===== src/inc/rbt_pkg.sv =====
// Package of constants and types for the eight-bit reload timer.
package rbt_pkg;

    // ========================================================================
    // Register byte offsets on the AXI4-Lite bus.
    // ========================================================================
    localparam logic [3:0] ADDR_MODE = 4'h0;
    localparam logic [3:0] ADDR_COUNT = 4'h4;
    localparam logic [3:0] ADDR_CTRL = 4'h8;
    localparam logic [3:0] ADDR_STATUS = 4'hC;

    // ========================================================================
    // Field positions and reset values.
    // ========================================================================
    localparam int MODE_RELOAD_BIT = 7;
    localparam logic [3:0] MODE_RSVD_ONES = 4'hF;
    localparam logic [7:0] COUNT_RESET = 8'h00;
    localparam logic [7:0] RELOAD_RESET = 8'h00;
    localparam logic [7:0] COUNT_MAX = 8'hFF;
    localparam logic [2:0] CSEL_RESET = 3'h0;
    localparam logic [2:0] CSEL_EVENT = 3'h7;
    // Control register bits: overflow enable, edge select.
    localparam int CTRL_IE_BIT = 0;
    localparam int CTRL_EDGE_BIT = 1;
    // Status register bit: overflow request flag.
    localparam int STAT_OVF_BIT = 0;

    // ========================================================================
    // Prescaler tap positions (divide by 2**(tap+1)).
    // ========================================================================
    localparam int PRE_WIDTH = 13;
    localparam logic [3:0] TAP_8192 = 4'hC;
    localparam logic [3:0] TAP_2048 = 4'hA;
    localparam logic [3:0] TAP_512 = 4'h8;
    localparam logic [3:0] TAP_256 = 4'h7;
    localparam logic [3:0] TAP_64 = 4'h5;
    localparam logic [3:0] TAP_16 = 4'h3;
    localparam logic [3:0] TAP_4 = 4'h1;

    // AXI response codes.
    localparam logic [1:0] RESP_OKAY = 2'h0;
    localparam logic [1:0] RESP_SLVERR = 2'h2;

    // Power states seen by the timer.
    typedef enum logic [2:0]
    {
        PWR_ACTIVE,
        PWR_SLEEP,
        PWR_SUBACTIVE,
        PWR_SUBSLEEP,
        PWR_STANDBY
    } rbt_power_t;

endpackage : rbt_pkg


===== src/verilog/rbt_count_src.sv =====
// Count-source selector: prescaler taps or synchronised event edges.
`timescale 1ns/1ps
module rbt_count_src
    import rbt_pkg::*;
(
    // Clock and reset.
    input wire logic I_CLK,
    input wire logic I_RESETN,
    // Selection.
    input wire logic [2:0] i_clock_sel,
    input wire logic i_event_edge_sel,
    input wire logic i_run,
    // Event pin.
    input wire logic i_event_count_input,
    // One-cycle count pulse.
    output logic o_tick
);

    // ========================================================================
    // Prescaler and event synchroniser.
    // ========================================================================
    logic [PRE_WIDTH-1:0] prescale; // Free-running divider.
    logic [PRE_WIDTH-1:0] prescale_d; // Previous divider value.
    logic event_meta; // First synchroniser stage, read only by next.
    logic event_sync; // Second synchroniser stage.
    logic event_prev; // Delayed copy for edge detection.

    // Divider runs always; the sync chain protects against metastability.
    always_ff @(posedge I_CLK)
    begin
        if (!I_RESETN)
        begin
            prescale <= '0;
            prescale_d <= '0;
            event_meta <= 1'b0;
            event_sync <= 1'b0;
            event_prev <= 1'b0;
        end
        else
        begin
            prescale <= prescale + 1'b1;
            prescale_d <= prescale;
            event_meta <= i_event_count_input;
            event_sync <= event_meta;
            event_prev <= event_sync;
        end
    end

    // ========================================================================
    // Tap selection.
    // ========================================================================
    logic [3:0] tap; // Divider bit chosen by the clock select code.
    logic tap_fall; // Falling edge of the chosen divider bit.
    logic ev_rise;
    logic ev_fall;
    logic ev_tick;

    assign tap = (i_clock_sel == 3'h0) ? TAP_8192 :
                 (i_clock_sel == 3'h1) ? TAP_2048 :
                 (i_clock_sel == 3'h2) ? TAP_512 :
                 (i_clock_sel == 3'h3) ? TAP_256 :
                 (i_clock_sel == 3'h4) ? TAP_64 :
                 (i_clock_sel == 3'h5) ? TAP_16 : TAP_4;
    assign tap_fall = prescale_d[tap] & ~prescale[tap];
    assign ev_rise = event_sync & ~event_prev;
    assign ev_fall = ~event_sync & event_prev;
    assign ev_tick = i_event_edge_sel ? ev_rise : ev_fall;

    always_ff @(posedge I_CLK)
    begin
        if (!I_RESETN)
            o_tick <= 1'b0;
        else if (i_clock_sel == CSEL_EVENT)
            o_tick <= i_run & ev_tick;
        else
            o_tick <= i_run & tap_fall;
    end

endmodule : rbt_count_src


===== src/verilog/rbt_timer.sv =====
// Eight-bit reload timer with an AXI4-Lite register slave.
//
// Notes on behaviour
// - Clock select codes pick seven dividers or event.
// - Mode bit seven: interval or auto-reload.
// - Mode bits six to three read ones.
// - Eight-bit up counter, readable without disturbance.
// - Count past FF sets overflow flag.
// - Counter read and reload write share address.
// - Reload write also loads the counter.
// - Auto-reload mode reloads counter on overflow.
// - Interval mode wraps counter to zero.
// - Reset clears counter, reload and mode bit.
// - Interrupt only when flag and enable set.
// - Event edge select picks rising or falling.
// - Counts only in active and sleep states.
//
// Design decisions made here: the address map and the AXI4-Lite interface to the registers.
`timescale 1ns/1ps
module rbt_timer
    import rbt_pkg::*;
(
    // Clock and reset.
    input wire logic I_CLK,
    input wire logic I_RESETN,
    // AXI4-Lite write address channel.
    input wire logic [3:0] I_AWADDR,
    input wire logic I_AWVALID,
    output logic O_AWREADY,
    // AXI4-Lite write data channel.
    input wire logic [31:0] I_WDATA,
    input wire logic [3:0] I_WSTRB,
    input wire logic I_WVALID,
    output logic O_WREADY,
    // AXI4-Lite write response channel.
    output logic [1:0] O_BRESP,
    output logic O_BVALID,
    input wire logic I_BREADY,
    // AXI4-Lite read address channel.
    input wire logic [3:0] I_ARADDR,
    input wire logic I_ARVALID,
    output logic O_ARREADY,
    // AXI4-Lite read data channel.
    output logic [31:0] O_RDATA,
    output logic [1:0] O_RRESP,
    output logic O_RVALID,
    input wire logic I_RREADY,
    // Pins and system.
    input wire logic I_EVENT_COUNT_INPUT,
    input wire logic [2:0] I_POWER_STATE,
    // Interrupt request.
    output logic O_IRQ
);

    // ========================================================================
    // Register state.
    // ========================================================================
    logic reload_mode_sel; // Auto-reload when high.
    logic [2:0] clock_sel; // Count source code.
    logic [7:0] count_value; // Up counter.
    logic [7:0] reload_value; // Reload register, write only.
    logic overflow_int_enable; // Interrupt mask bit.
    logic event_edge_sel; // High selects rising edges.
    logic overflow_request_flag; // Sticky overflow status.

    // ========================================================================
    // Write channel: address and data may arrive in either order.
    // ========================================================================
    logic aw_held; // Write address captured.
    logic [3:0] aw_addr; // Captured write address.
    logic w_held; // Write data captured.
    logic [31:0] w_data; // Captured write data.
    logic [3:0] w_strb; // Captured byte strobes.
    logic wr_fire; // Both halves present, response free.
    logic wr_hit_mode;
    logic wr_hit_count;
    logic wr_hit_ctrl;
    logic wr_hit_status;
    logic wr_lane0; // Low byte lane enabled.
    logic wr_mapped;

    assign wr_fire = aw_held & w_held & ~O_BVALID;
    assign wr_lane0 = w_strb[0];
    assign wr_hit_mode = wr_fire & wr_lane0 & (aw_addr == ADDR_MODE);
    assign wr_hit_count = wr_fire & wr_lane0 & (aw_addr == ADDR_COUNT);
    assign wr_hit_ctrl = wr_fire & wr_lane0 & (aw_addr == ADDR_CTRL);
    assign wr_hit_status = wr_fire & wr_lane0 & (aw_addr == ADDR_STATUS);
    assign wr_mapped = (aw_addr == ADDR_MODE) | (aw_addr == ADDR_COUNT) |
                       (aw_addr == ADDR_CTRL) | (aw_addr == ADDR_STATUS);

    // Capture the address; ready only while the holding slot is empty.
    always_ff @(posedge I_CLK)
    begin
        if (!I_RESETN)
        begin
            aw_held <= 1'b0;
            aw_addr <= 4'h0;
            O_AWREADY <= 1'b0;
        end
        else if (I_AWVALID & O_AWREADY)
        begin
            aw_held <= 1'b1;
            aw_addr <= {I_AWADDR[3:2], 2'b00};
            O_AWREADY <= 1'b0;
        end
        else if (wr_fire)
        begin
            aw_held <= 1'b0;
            O_AWREADY <= 1'b0;
        end
        else
            O_AWREADY <= ~aw_held & ~O_BVALID;
    end

    // Capture the data the same way.
    always_ff @(posedge I_CLK)
    begin
        if (!I_RESETN)
        begin
            w_held <= 1'b0;
            w_data <= 32'h0000_0000;
            w_strb <= 4'h0;
            O_WREADY <= 1'b0;
        end
        else if (I_WVALID & O_WREADY)
        begin
            w_held <= 1'b1;
            w_data <= I_WDATA;
            w_strb <= I_WSTRB;
            O_WREADY <= 1'b0;
        end
        else if (wr_fire)
        begin
            w_held <= 1'b0;
            O_WREADY <= 1'b0;
        end
        else
            O_WREADY <= ~w_held & ~O_BVALID;
    end

    // Write response, error for unmapped offsets.
    always_ff @(posedge I_CLK)
    begin
        if (!I_RESETN)
        begin
            O_BVALID <= 1'b0;
            O_BRESP <= RESP_OKAY;
        end
        else if (wr_fire)
        begin
            O_BVALID <= 1'b1;
            O_BRESP <= wr_mapped ? RESP_OKAY : RESP_SLVERR;
        end
        else if (I_BREADY)
            O_BVALID <= 1'b0;
    end

    // ========================================================================
    // Configuration registers.
    // ========================================================================
    // Mode and control bits keep their value in every power state, since
    // only reset and software writes touch them.
    always_ff @(posedge I_CLK)
    begin
        if (!I_RESETN)
        begin
            reload_mode_sel <= 1'b0;
            clock_sel <= CSEL_RESET;
            reload_value <= RELOAD_RESET;
            overflow_int_enable <= 1'b0;
            event_edge_sel <= 1'b0;
        end
        else
        begin
            if (wr_hit_mode)
            begin
                reload_mode_sel <= w_data[MODE_RELOAD_BIT];
                clock_sel <= w_data[2:0];
            end
            if (wr_hit_count)
                reload_value <= w_data[7:0];
            if (wr_hit_ctrl)
            begin
                overflow_int_enable <= w_data[CTRL_IE_BIT];
                event_edge_sel <= w_data[CTRL_EDGE_BIT];
            end
        end
    end

    // ========================================================================
    // Counter core.
    // ========================================================================
    logic count_run; // Power state allows counting.
    logic tick; // One-cycle count pulse.
    logic overflow; // Count pulse while the counter holds FF.
    logic [7:0] wrap_value; // Value taken at overflow.

    assign count_run = (I_POWER_STATE == PWR_ACTIVE) |
                       (I_POWER_STATE == PWR_SLEEP);
    assign overflow = tick & (count_value == COUNT_MAX);
    assign wrap_value = reload_mode_sel ? reload_value : COUNT_RESET;

    rbt_count_src u_count_src
    (
        .I_CLK(I_CLK),
        .I_RESETN(I_RESETN),
        .i_clock_sel(clock_sel),
        .i_event_edge_sel(event_edge_sel),
        .i_run(count_run),
        .i_event_count_input(I_EVENT_COUNT_INPUT),
        .o_tick(tick)
    );

    // A reload write wins over a coincident tick so software sees its value.
    always_ff @(posedge I_CLK)
    begin
        if (!I_RESETN)
            count_value <= COUNT_RESET;
        else if (wr_hit_count)
            count_value <= w_data[7:0];
        else if (overflow)
            count_value <= wrap_value;
        else if (tick)
            count_value <= count_value + 8'h01;
    end

    // ========================================================================
    // Overflow flag and interrupt.
    // ========================================================================
    logic flag_clear; // Software clears by writing one.

    assign flag_clear = wr_hit_status & w_data[STAT_OVF_BIT];

    always_ff @(posedge I_CLK)
    begin
        if (!I_RESETN)
            overflow_request_flag <= 1'b0;
        else if (overflow)
            overflow_request_flag <= 1'b1;
        else if (flag_clear)
            overflow_request_flag <= 1'b0;
    end

    always_ff @(posedge I_CLK)
    begin
        if (!I_RESETN)
            O_IRQ <= 1'b0;
        else
            O_IRQ <= overflow_request_flag & overflow_int_enable;
    end

    // ========================================================================
    // Read channel.
    // ========================================================================
    logic [7:0] mode_read; // Mode register image.
    logic [31:0] rd_value; // Data for the decoded address.
    logic rd_mapped;
    logic [3:0] rd_addr;

    assign rd_addr = {I_ARADDR[3:2], 2'b00};
    assign mode_read = {reload_mode_sel, MODE_RSVD_ONES, clock_sel};
    assign rd_mapped = (rd_addr == ADDR_MODE) | (rd_addr == ADDR_COUNT) |
                       (rd_addr == ADDR_CTRL) | (rd_addr == ADDR_STATUS);
    assign rd_value = (rd_addr == ADDR_MODE) ? {24'h0, mode_read} :
                      (rd_addr == ADDR_COUNT) ? {24'h0, count_value} :
                      (rd_addr == ADDR_CTRL) ?
                          {30'h0, event_edge_sel, overflow_int_enable} :
                      (rd_addr == ADDR_STATUS) ?
                          {31'h0, overflow_request_flag} : 32'h0000_0000;

    // Reads take one cycle and have no side effects on the count.
    always_ff @(posedge I_CLK)
    begin
        if (!I_RESETN)
        begin
            O_ARREADY <= 1'b0;
            O_RVALID <= 1'b0;
            O_RDATA <= 32'h0000_0000;
            O_RRESP <= RESP_OKAY;
        end
        else if (I_ARVALID & O_ARREADY)
        begin
            O_ARREADY <= 1'b0;
            O_RVALID <= 1'b1;
            O_RDATA <= rd_value;
            O_RRESP <= rd_mapped ? RESP_OKAY : RESP_SLVERR;
        end
        else if (O_RVALID)
        begin
            if (I_RREADY)
                O_RVALID <= 1'b0;
        end
        else
            O_ARREADY <= 1'b1;
    end

endmodule : rbt_timer

===== config.mk =====
export PLATFORM = sky130hd
export DESIGN_NAME = rbt_timer
export DESIGN_NICKNAME = d
export VERILOG_FILES = /design/src/inc/rbt_pkg.sv /design/src/verilog/rbt_count_src.sv /design/src/verilog/rbt_timer.sv
export SDC_FILE = /design/constraint.sdc
export NUM_CORES = 1
export LEC_CHECK = 0
export BUFFER_PORTS_ARGS = -buffer_cell sky130_fd_sc_hd__buf_4
export CORE_MARGIN = 10
export CORE_UTILIZATION = 35
export CTS_BUF_LIST = sky130_fd_sc_hd__clkbuf_4 sky130_fd_sc_hd__clkbuf_8
export DETAILED_ROUTE_END_ITERATION = 16
export HOLD_SLACK_MARGIN = 0.03
export REMOVE_ABC_BUFFERS = 1
export SLEW_MARGIN = 30
export SYNTH_ARGS = -nofsm -noshare
export SYNTH_HDL_FRONTEND = slang
export SYNTH_HIERARCHICAL = 1
export SYNTH_SLANG_ARGS = --single-unit

===== constraint.sdc =====
create_clock -name I_CLK -period 2.2 [get_ports I_CLK]
set_input_delay 0.44 -clock I_CLK [delete_from_list [all_inputs] [get_ports I_CLK]]
set_output_delay 0.44 -clock I_CLK [all_outputs]
set_load 0.02 [all_outputs]

After elaboration in Yosys (flattened, before gate mapping)
Cells that the tools add are included.
{ "word_totals": {"reg_bits": 108, "inputBits": 55, "word_cells": 122} }
{ "classes": {"mux": 32, "n_eq_ne": 14, "order_cmp": 1, "reduce_logical": 12, "bitwise": 34, "n_addsub": 2} }
{ "op_table": {"columns": ["operator", "count"], "rows": [
  ["8-bit 2-to-1 mux", 6],
  ["1-bit bitwise AND", 20],
  ["4-bit 2-to-1 mux", 5],
  ["1-bit 2-to-1 mux", 15],
  ["13-bit by 1-bit adder with 13-bit output (second input constant)", 1],
  ["3-bit equality test (second input constant)", 3],
  ["8-bit by 1-bit adder with 8-bit output (second input constant)", 1],
  ["1-bit binary-select mux with 4-bit select", 2],
  ["2-bit equality test (second input constant)", 4],
  ["8-bit equality test (second input constant)", 1],
  ["4-bit zero test", 2],
  ["2-bit 2-to-1 mux", 4],
  ["2-bit nonzero test", 4],
  ["1-bit inverter", 7],
  ["1-bit OR", 7],
  ["3-bit by 1-bit equality test with 1-bit output (second input constant)", 2],
  ["3-bit by 2-bit equality test with 1-bit output (second input constant)", 2],
  ["3-bit zero test", 2],
  ["3-bit OR reduction", 2],
  ["4-bit by 5-bit less-than comparator with 1-bit output (second input constant)", 1],
  ["2-bit by 1-bit equality test with 1-bit output (second input constant)", 2],
  ["3-bit nonzero test", 1],
  ["2-bit OR reduction", 1]
]} }

Logic depth before layout (Yosys ltp)
Gate-level depths: netlist of run 1.
{ "depth": {"word_depth": 13, "ltp_mapped": 6} }

Hierarchy
The synthesis of run 1 kept the hierarchy.
{ "by_module_without_submodules": {"columns": ["module", "n_inst", "area_per_inst_um2", "cells_per_inst", "seq_area_each_um2"], "rows": [
  ["rbt_timer", 1, 2419.8, 294, 1041.0],
  ["rbt_count_src", 1, 975.9, 101, 480.5]
]} }

Worst setup path after synthesis of run 1
No wires, ideal clock.
{ "synth_path": {"kind": "reg2reg", "from": "reg count_value[0]", "to": "reg count_value[0]", "arrival_time_ps": 1443, "setup_time_ps": 88, "period_less_slack_ps": 1531, "setup_slack_ps": 669, "path_buffers": 0, "stages_incl_launch_ff": 6, "cell_sequence": "dfxtp_1 > ha_1 > nand4_1 > nor2_2 > a311oi_1 > a311oi_2"} }
{ "synth_via": {"elab_chain_cells": 4} }
{ "synth_lines": {"columns": ["element", "line", "rtl"], "rows": [
  ["start: declaration", "rbt_timer.sv:60", "logic [7:0] count_value;"],
  ["start signal: assignment", "rbt_timer.sv:220", "count_value <= w_data[7:0];"],
  ["start signal: assignment", "rbt_timer.sv:222", "count_value <= wrap_value;"],
  ["start signal: assignment", "rbt_timer.sv:224", "count_value <= count_value + 8'h01;"],
  ["8-bit by 1-bit adder with 8-bit output / 8-bit equality test (equally long branches)", "rbt_timer.sv:224, rbt_timer.sv:200", null],
  ["8-bit 2-to-1 mux / 1-bit bitwise AND (equally long branches)", "rbt_timer.sv:223, rbt_timer.sv:200", null],
  ["8-bit 2-to-1 mux", "rbt_timer.sv:221", "else if (overflow)"],
  ["8-bit 2-to-1 mux", "rbt_timer.sv:219", "else if (wr_hit_count)"]
]} }
Several ways; a longest one is shown, not always the timed one. The select of a mux whose other input is x is not followed.
A chain may end at the register's enable or synchronous reset.

Worst setup path in the final report of run 1
Same ends and word-level chain as after synthesis.

==> results of run 1 <==
==> state kept, by name (all words and copies together) (netlist names), 2 cells and up <==
name                    cells
clock_sel                   3
reload_value                8
u_count_src/prescale_d      7
w_data                      8
u_count_src/prescale       13
O_RDATA                     8
aw_addr                     2
count_value                 8
==> cell type report <==
class	count	area share (%)
clock buffers	11	3.771
inverters	7	0.6827
flip-flops and latches	76	39.53
clock inverters	3	0.3901
repair buffers	41	8.322
well taps	129	4.194
multi-input cells	291	43.11
==> layer usage <==
layer,track usage [%],vias up,wire length [µm]
li1,-,1370,-
met1,13.92,1241,3710
met2,15.47,87,3154
met3,2.761,12,454
met4,4.809,0,137
met5,0,-,0
==> cells by family after synthesis <==
logic type | after synthesis | synth area share, %
XOR/XNOR | 12 | 3.095
flip-flops | 76 | 44.80
adder cells (fa/ha/maj) | 2 | 0.7368
buffers and inverters | 53 | 9.101
AND/OR/NAND/NOR | 166 | 25.02
multiplexers | 11 | 3.611
other | 1 | 0.1104
AO/OA/AOI/OAI | 74 | 13.52
==> path summary, 6_finish.rpt <==
| check | startpoint | end | slack, ps | cells after the start |
|---|---|---|---|---|
| worst max-delay path | count_value[0]$_SDFFE_PN0P_ | count_value[0]$_SDFFE_PN0P_ | 280 | 5 |
| worst min-delay path | I_EVENT_COUNT_INPUT | u_count_src/event_meta$_SDFF_PN0_ | 340 | 2 |
| worst min register to register | u_count_src/event_meta$_SDFF_PN0_ | u_count_src/event_sync$_SDFF_PN0_ | 430 | 1 |
| worst max register to register | count_value[0]$_SDFFE_PN0P_ | count_value[0]$_SDFFE_PN0P_ | 280 | 5 |
==> power by group <==
part	internal, µW	leakage (µW)	switching, µW
Combinational	71.1	0.000820	125
Clock	435	0.0000882	468
Sequential	1410	0.000616	28.5
Total	1910	0.00152	621
==> cells in the final DEF (no fill, tap or decap), types with 8 or more instances in the layout <==
cell type,instances
dfxtp_1,76
nand2_1,55
buf_4,40
a21oi_1,37
conb_1,26
and2_1,22
nor2_1,19
nand3_1,16
nor2b_1,11
nor3_1,10
mux2i_1,10
clkbuf_8,10
xnor2_1,8
==> critical path, cell delays in order (launching register included) <==
cell and delay (ps):
dfxtp_1 490, ha_1 360, nand4_1 250, nor2_2 320, a311oi_1 150, a311oi_2 250
==> metrics by stage <==
step	std cells	setup WS [ps]	hold WS [ps]	power, µW
after detailed placement	544	337.8	429.3	1663
after floorplan	374	663.5	411.8	1572
final	558	281.1	339.5	2534
after global routing	558	137.6	325.0	2651
after CTS	558	316.0	327.9	2571
after global placement	544	364.1	426.5	1659
==> results.py, run 1 <==
metrics = {
    "timing": {
        "max_slew.worst_pin.slew_ps": 547.6,
        "skew_ps": 9.700,
        "slew_viol_final": 0,
        "rsz0062_at_grt": "no",
        "max_freq_mhz": 521.1,
        "setup_viol": 0,
        "setup_tns_ps": 0,
        "hold_viol": 0,
        "fin_crit_sh_pct": 87.22,
        "fin_crit_ps": 1919,
        "relSlewSlack_pct": 63.42,
    },
    "die": {
        "initial_core_util_pct": 36.41,
        "dieArea_um2": 14040,
        "fp.dieH_um": 118.5,
        "die_w_um": 118.5,
        "num_io_pins": 97,
        "num_rows": 35,
        "core_area_um2": 9328,
    },
    "yosys": {
        "synth_common_cells": "dfxtp_1 (76), nand2_1 (55), a21oi_1 (37)",
        "synth_cells": 395,
        "synth-seq-area-share_pct": 44.80,
        "yosys.cell_count.top_type": "dfxtp_1",
        "yosys.area.top_type": "dfxtp_1",
        "synthFlopType": "dfxtp_1",
        "synth_seq_cells": 76,
        "yosys-top-cells-area": "dfxtp_1 (45%), nand2_1 (6.1%), buf_4 (5.7%)",
        "synth_cell_types": 52,
        "async_flop_share_pct": 0,
        "ys.warnings.count": 6,
        "syn_avg_cell_area_um2": 8.597,
        "synth_edf_count": 0,
        "synth_top_area_share_pct": 44.80,
        "synth_area_um2": 3396,
    },
    "worst_setup_path": {
        "worstSetupPathType": "register to register",
        "start_kind": "register",
        "required_ps": 2450,
        "path_max_fanout": 8,
        "arrival_ps": 2170,
        "crit_path_end_kind": "register",
    },
    "cts": {
        "clkSinkCount": 76,
        "postCtsHoldBufs": 0,
        "clk_latency_ps": 340,
        "cts_resized": 0,
        "cts_buffers": 9,
        "cts_max_level": 3,
        "clkTransAtPathRegs_ps": 70,
        "cts_post_setup_buffers_inserted": 0,
        "root_buffer": "clkbuf_8",
        "cts_buffer_depth": 2,
        "cts_tree": "built",
    },
    "grt": {
        "grt.total_usage_pct": 10.47,
        "grt_pass1_vias": 2658,
        "antenna_found_initial": 0,
        "grt_max_degree": 30,
        "grt_overflow": 0,
        "grt_pass1_wl_um": 12610,
    },
    "cells_and_area": {
        "nets": 483,
        "antenna_cells": 0,
        "fillers": 956,
        "drive_gt1_share_pct": 13.99,
        "multi_input_area_um2": 1659,
        "design_area_um2": 3849,
        "seqCellArea_um2": 1521,
        "synthToLayoutAreaGrowth_pct": 13.34,
        "fin_util_pct": 41.26,
    },
    "place": {
        "post_dp_cell_area_um2": 3689,
        "io_buffers": 38,
        "gp_congestion": 0.7853,
        "dp_hpwl_um": 5315,
    },
    "routing": {
        "drcViolationCount": 0,
        "vias_per_cell": 4.857,
        "wirelength_um": 7457,
        "firstDrtPassIters": 5,
        "antenna_left": 0,
        "drtIter0Drc": 166,
        "vias": 2710,
        "avgRoutedWirePerCell_um": 13.36,
    },
    "pwr": {
        "p_leak_uw": 0.001524,
        "irDropWorstVdd_v": 0.0003306,
        "p_per_area_nw_per_um2": 658.4,
    },
    "job": {
        "cap_violations": 0,
    },
    "status": {
        "status": "finished clean",
    },
    "min_path": {
        "hold_path_class": "primary input to register",
    },
}
No activity file was read; power rests on OpenSTA's default activity.
==> run 2: changes to the inputs <==
--- a/config.mk
+++ b/config.mk
@@ -5,12 +5,15 @@
 export SDC_FILE = /design/constraint.sdc
 export NUM_CORES = 1
 export LEC_CHECK = 0
+export ABC_AREA = 1
 export BUFFER_PORTS_ARGS = -buffer_cell sky130_fd_sc_hd__buf_4
+export CORE_ASPECT_RATIO = 0.8
 export CORE_MARGIN = 10
 export CORE_UTILIZATION = 35
 export CTS_BUF_LIST = sky130_fd_sc_hd__clkbuf_4 sky130_fd_sc_hd__clkbuf_8
 export DETAILED_ROUTE_END_ITERATION = 16
 export HOLD_SLACK_MARGIN = 0.03
+export RECOVER_POWER = 50
 export REMOVE_ABC_BUFFERS = 1
 export SLEW_MARGIN = 30
 export SYNTH_ARGS = -nofsm -noshare
==> run 2 against run 1 <==
Utilization grew 0.26 points; critical path depth down 1; critical path type is now primary input to register; highest routed layer unchanged; first-iteration DRC count up 12%; largest cell class unchanged.
==> results.py, run 2 <==
metrics = {
    "status": {
        "status": "finished clean",
    },
    "routing": {
        "vias": 2982,
        "vias_per_cell": 4.418,
        "drtIter0Drc": 186,
        "antenna_left": 0,
        "drcViolationCount": 0,
        "firstDrtPassIters": 4,
        "wirelength_um": 7928,
        "wl_met2_um": 2883,
        "met3_wirelength_um": 656,
        "top_layer": "met4",
        "avgRoutedWirePerCell_um": 11.75,
        "wl_met1_um": 4283,
    },
    "cts": {
        "cts_buffers": 9,
        "root_buffer": "clkbuf_8",
        "cts_max_level": 3,
        "clk_latency_ps": 340,
        "cts_post_setup_buffers_inserted": 0,
        "clkTransAtPathRegs_ps": 80,
        "cts_tree": "built",
        "clkSinkCount": 76,
        "postCtsHoldBufs": 0,
        "cts_buffer_depth": 2,
        "cts_resized": 0,
    },
    "cells_and_area": {
        "top_register": "u_count_src/prescale",
        "synthToLayoutAreaGrowth_pct": 14.20,
        "design_area_um2": 4056,
        "nets": 591,
        "antenna_cells": 0,
        "mostFrequentLayoutCell": "nand2_1",
        "fillers": 1002,
        "drive_gt1_share_pct": 14.29,
        "fin_cells": 675,
        "final_cell_mix": "nand2_1 (103), dfxtp_1 (76), nor2_1 (58)",
        "largest_reg_flops": 13,
    },
    "timing": {
        "slew_viol_final": 0,
        "setup_tns_ps": 0,
        "rsz0062_at_grt": "no",
        "setup_viol": 0,
        "skew_ps": 8.127,
        "max_slew.worst_pin.slew_ps": 1403,
        "fin_crit_ps": 1777,
        "hold_viol": 0,
        "max_freq_mhz": 562.8,
        "timing.hold.ws_ps": 287.3,
        "relSlewSlack_pct": 6.437,
        "fin_crit_sh_pct": 80.76,
    },
    "min_path": {
        "holdPathEnd": "u_count_src/event_meta$_SDFF_PN0_",
        "hold_path_class": "primary input to register",
        "whs_path_depth": 3,
        "min-delay-start": "I_EVENT_COUNT_INPUT",
    },
    "die": {
        "fp.dieH_um": 110.1,
        "dieArea_um2": 14600,
        "core_area_um2": 9769,
        "num_rows": 32,
        "num_io_pins": 97,
        "die_w_um": 132.6,
        "initial_core_util_pct": 36.36,
    },
    "yosys": {
        "async_flop_share_pct": 0,
        "synthFlopType": "dfxtp_1",
        "ys.warnings.count": 6,
        "synth_edf_count": 0,
        "synth-seq-area-share_pct": 42.83,
        "yosys.area.top_type": "dfxtp_1",
        "synth_common_cells": "nand2_1 (103), dfxtp_1 (76), nor2_1 (58)",
        "synth_cell_types": 35,
        "yosys.cell_count.top_type": "nand2_1",
        "yosys-top-cells-area": "dfxtp_1 (43%), nand2_1 (11%), nor2_1 (6.1%)",
        "synth_top_area_share_pct": 42.83,
        "syn_avg_cell_area_um2": 7.162,
        "synth_seq_cells": 76,
        "synth_area_um2": 3552,
        "synth_cells": 496,
    },
    "place": {
        "io_buffers": 38,
        "gp_congestion": 0.8597,
        "place_inst": 659,
        "dp_hpwl_um": 5802,
        "post_dp_cell_area_um2": 3860,
    },
    "worst_setup_path": {
        "reg2reg_to": "count_value[1]$_SDFFE_PN0P_",
        "rr_startpoint": "count_value[1]$_SDFFE_PN0P_",
        "required_ps": 2360,
        "slowest_delay_ps": 1020,
        "path_max_fanout": 42,
        "start_kind": "primary input",
        "startpoint": "I_RESETN",
        "worstPathCellList": "buf_4, clkinv_1, clkbuf_1, nor3_1",
        "crit_path_end_kind": "register",
        "worstSetupPathType": "primary input to register",
        "cp_slowest_cell": "clkbuf_1",
        "arrival_ps": 1940,
        "rr_worst_depth": 8,
        "rrSetupSlack_ps": 580,
    },
    "job": {
        "cap_violations": 0,
    },
    "grt": {
        "grt_max_degree": 43,
        "grt_overflow": 0,
        "grt_pass1_vias": 2777,
        "grt.total_usage_pct": 10.91,
        "antenna_found_initial": 0,
        "grt_pass1_wl_um": 13320,
    },
    "pwr": {
        "p_per_area_nw_per_um2": 699.7,
        "p_leak_uw": 0.001732,
        "irDropWorstVdd_v": 0.0002984,
    },
}
==> run 2: cell types whose count changed after synthesis, moves of 8 or more <==
cell and change:
mux2i_1 -10, and2_1 -22, nand3_1 +22, inv_1 +46, nor2_1 +39, inv_2 +8, nor2b_1 -11, nand2_1 +48
o21ai_0 +24, clkbuf_1 -9
==> run 2: kinds of logic after synthesis <==
family / after synthesis / synth area share (%)
and+or+nand+nor: 233 / 29.94
xor gates and xnor gates: 4 / 0.9864
AOI/OAI and AO/OA: 79 / 11.66
buffers and inverters: 101 / 13.77
adders and majority gates: 2 / 0.7044
other: 1 / 0.1056
DFF: 76 / 42.83
==> run 2: metrics by stage <==
step	worst slack (ps)	utilization, %	total power, µW
floorplan	873.7	-	1614
global placement	671.8	39.51	1704
detailed placement	643.5	39.51	1708
CTS	635.1	41.76	2879
global route	302.4	41.52	2967
finish	423.2	41.52	2838
==> run 2: power by group <==
group / total [µW] / switching, µW / internal (µW)
logic: 228 / 152 / 76.1
clock network: 1160 / 512 / 651
registers: 1450 / 30.8 / 1420
==> run 2: worst max-delay path by stage <==
stage                                  endpoint  slack, ps  depth (start not counted)
floorplan           count_value[0]$_SDFFE_PN0P_        870                          8
global placement    count_value[1]$_SDFFE_PN0P_        670                          8
detailed placement  count_value[1]$_SDFFE_PN0P_        640                          8
CTS                 count_value[1]$_SDFFE_PN0P_        640                          8
global route                   O_IRQ$_SDFF_PN0_        300                          4
finish                         O_IRQ$_SDFF_PN0_        420                          4
==> run 2: metal layers <==
metal / vias to the layer above / track usage [%]
li1: 1606 / -
met1: 1273 / 14.85
met2: 92 / 15.05
met3: 11 / 4.566
met4: 0 / 3.918
met5: - / 0
==> run 2: area by class of cell <==
| class | count | area (µm²) | area share [%] |
|---|---|---|---|
| Multi-Input combinational cell | 344 | 1619 | 39.91 |
| Sequential cell | 76 | 1521 | 37.51 |
| Timing Repair Buffer | 39 | 285.3 | 7.033 |
| Inverter | 64 | 240.2 | 5.922 |
| Tap cell | 136 | 170.2 | 4.195 |
| Clock buffer | 10 | 131.4 | 3.239 |
| Clock inverter | 6 | 88.84 | 2.190 |
==> run 2: worst max-delay path: cells and delay by family <==
family	cells	cell delay, ps
buf+inv	3	1340
simple gates	1	150
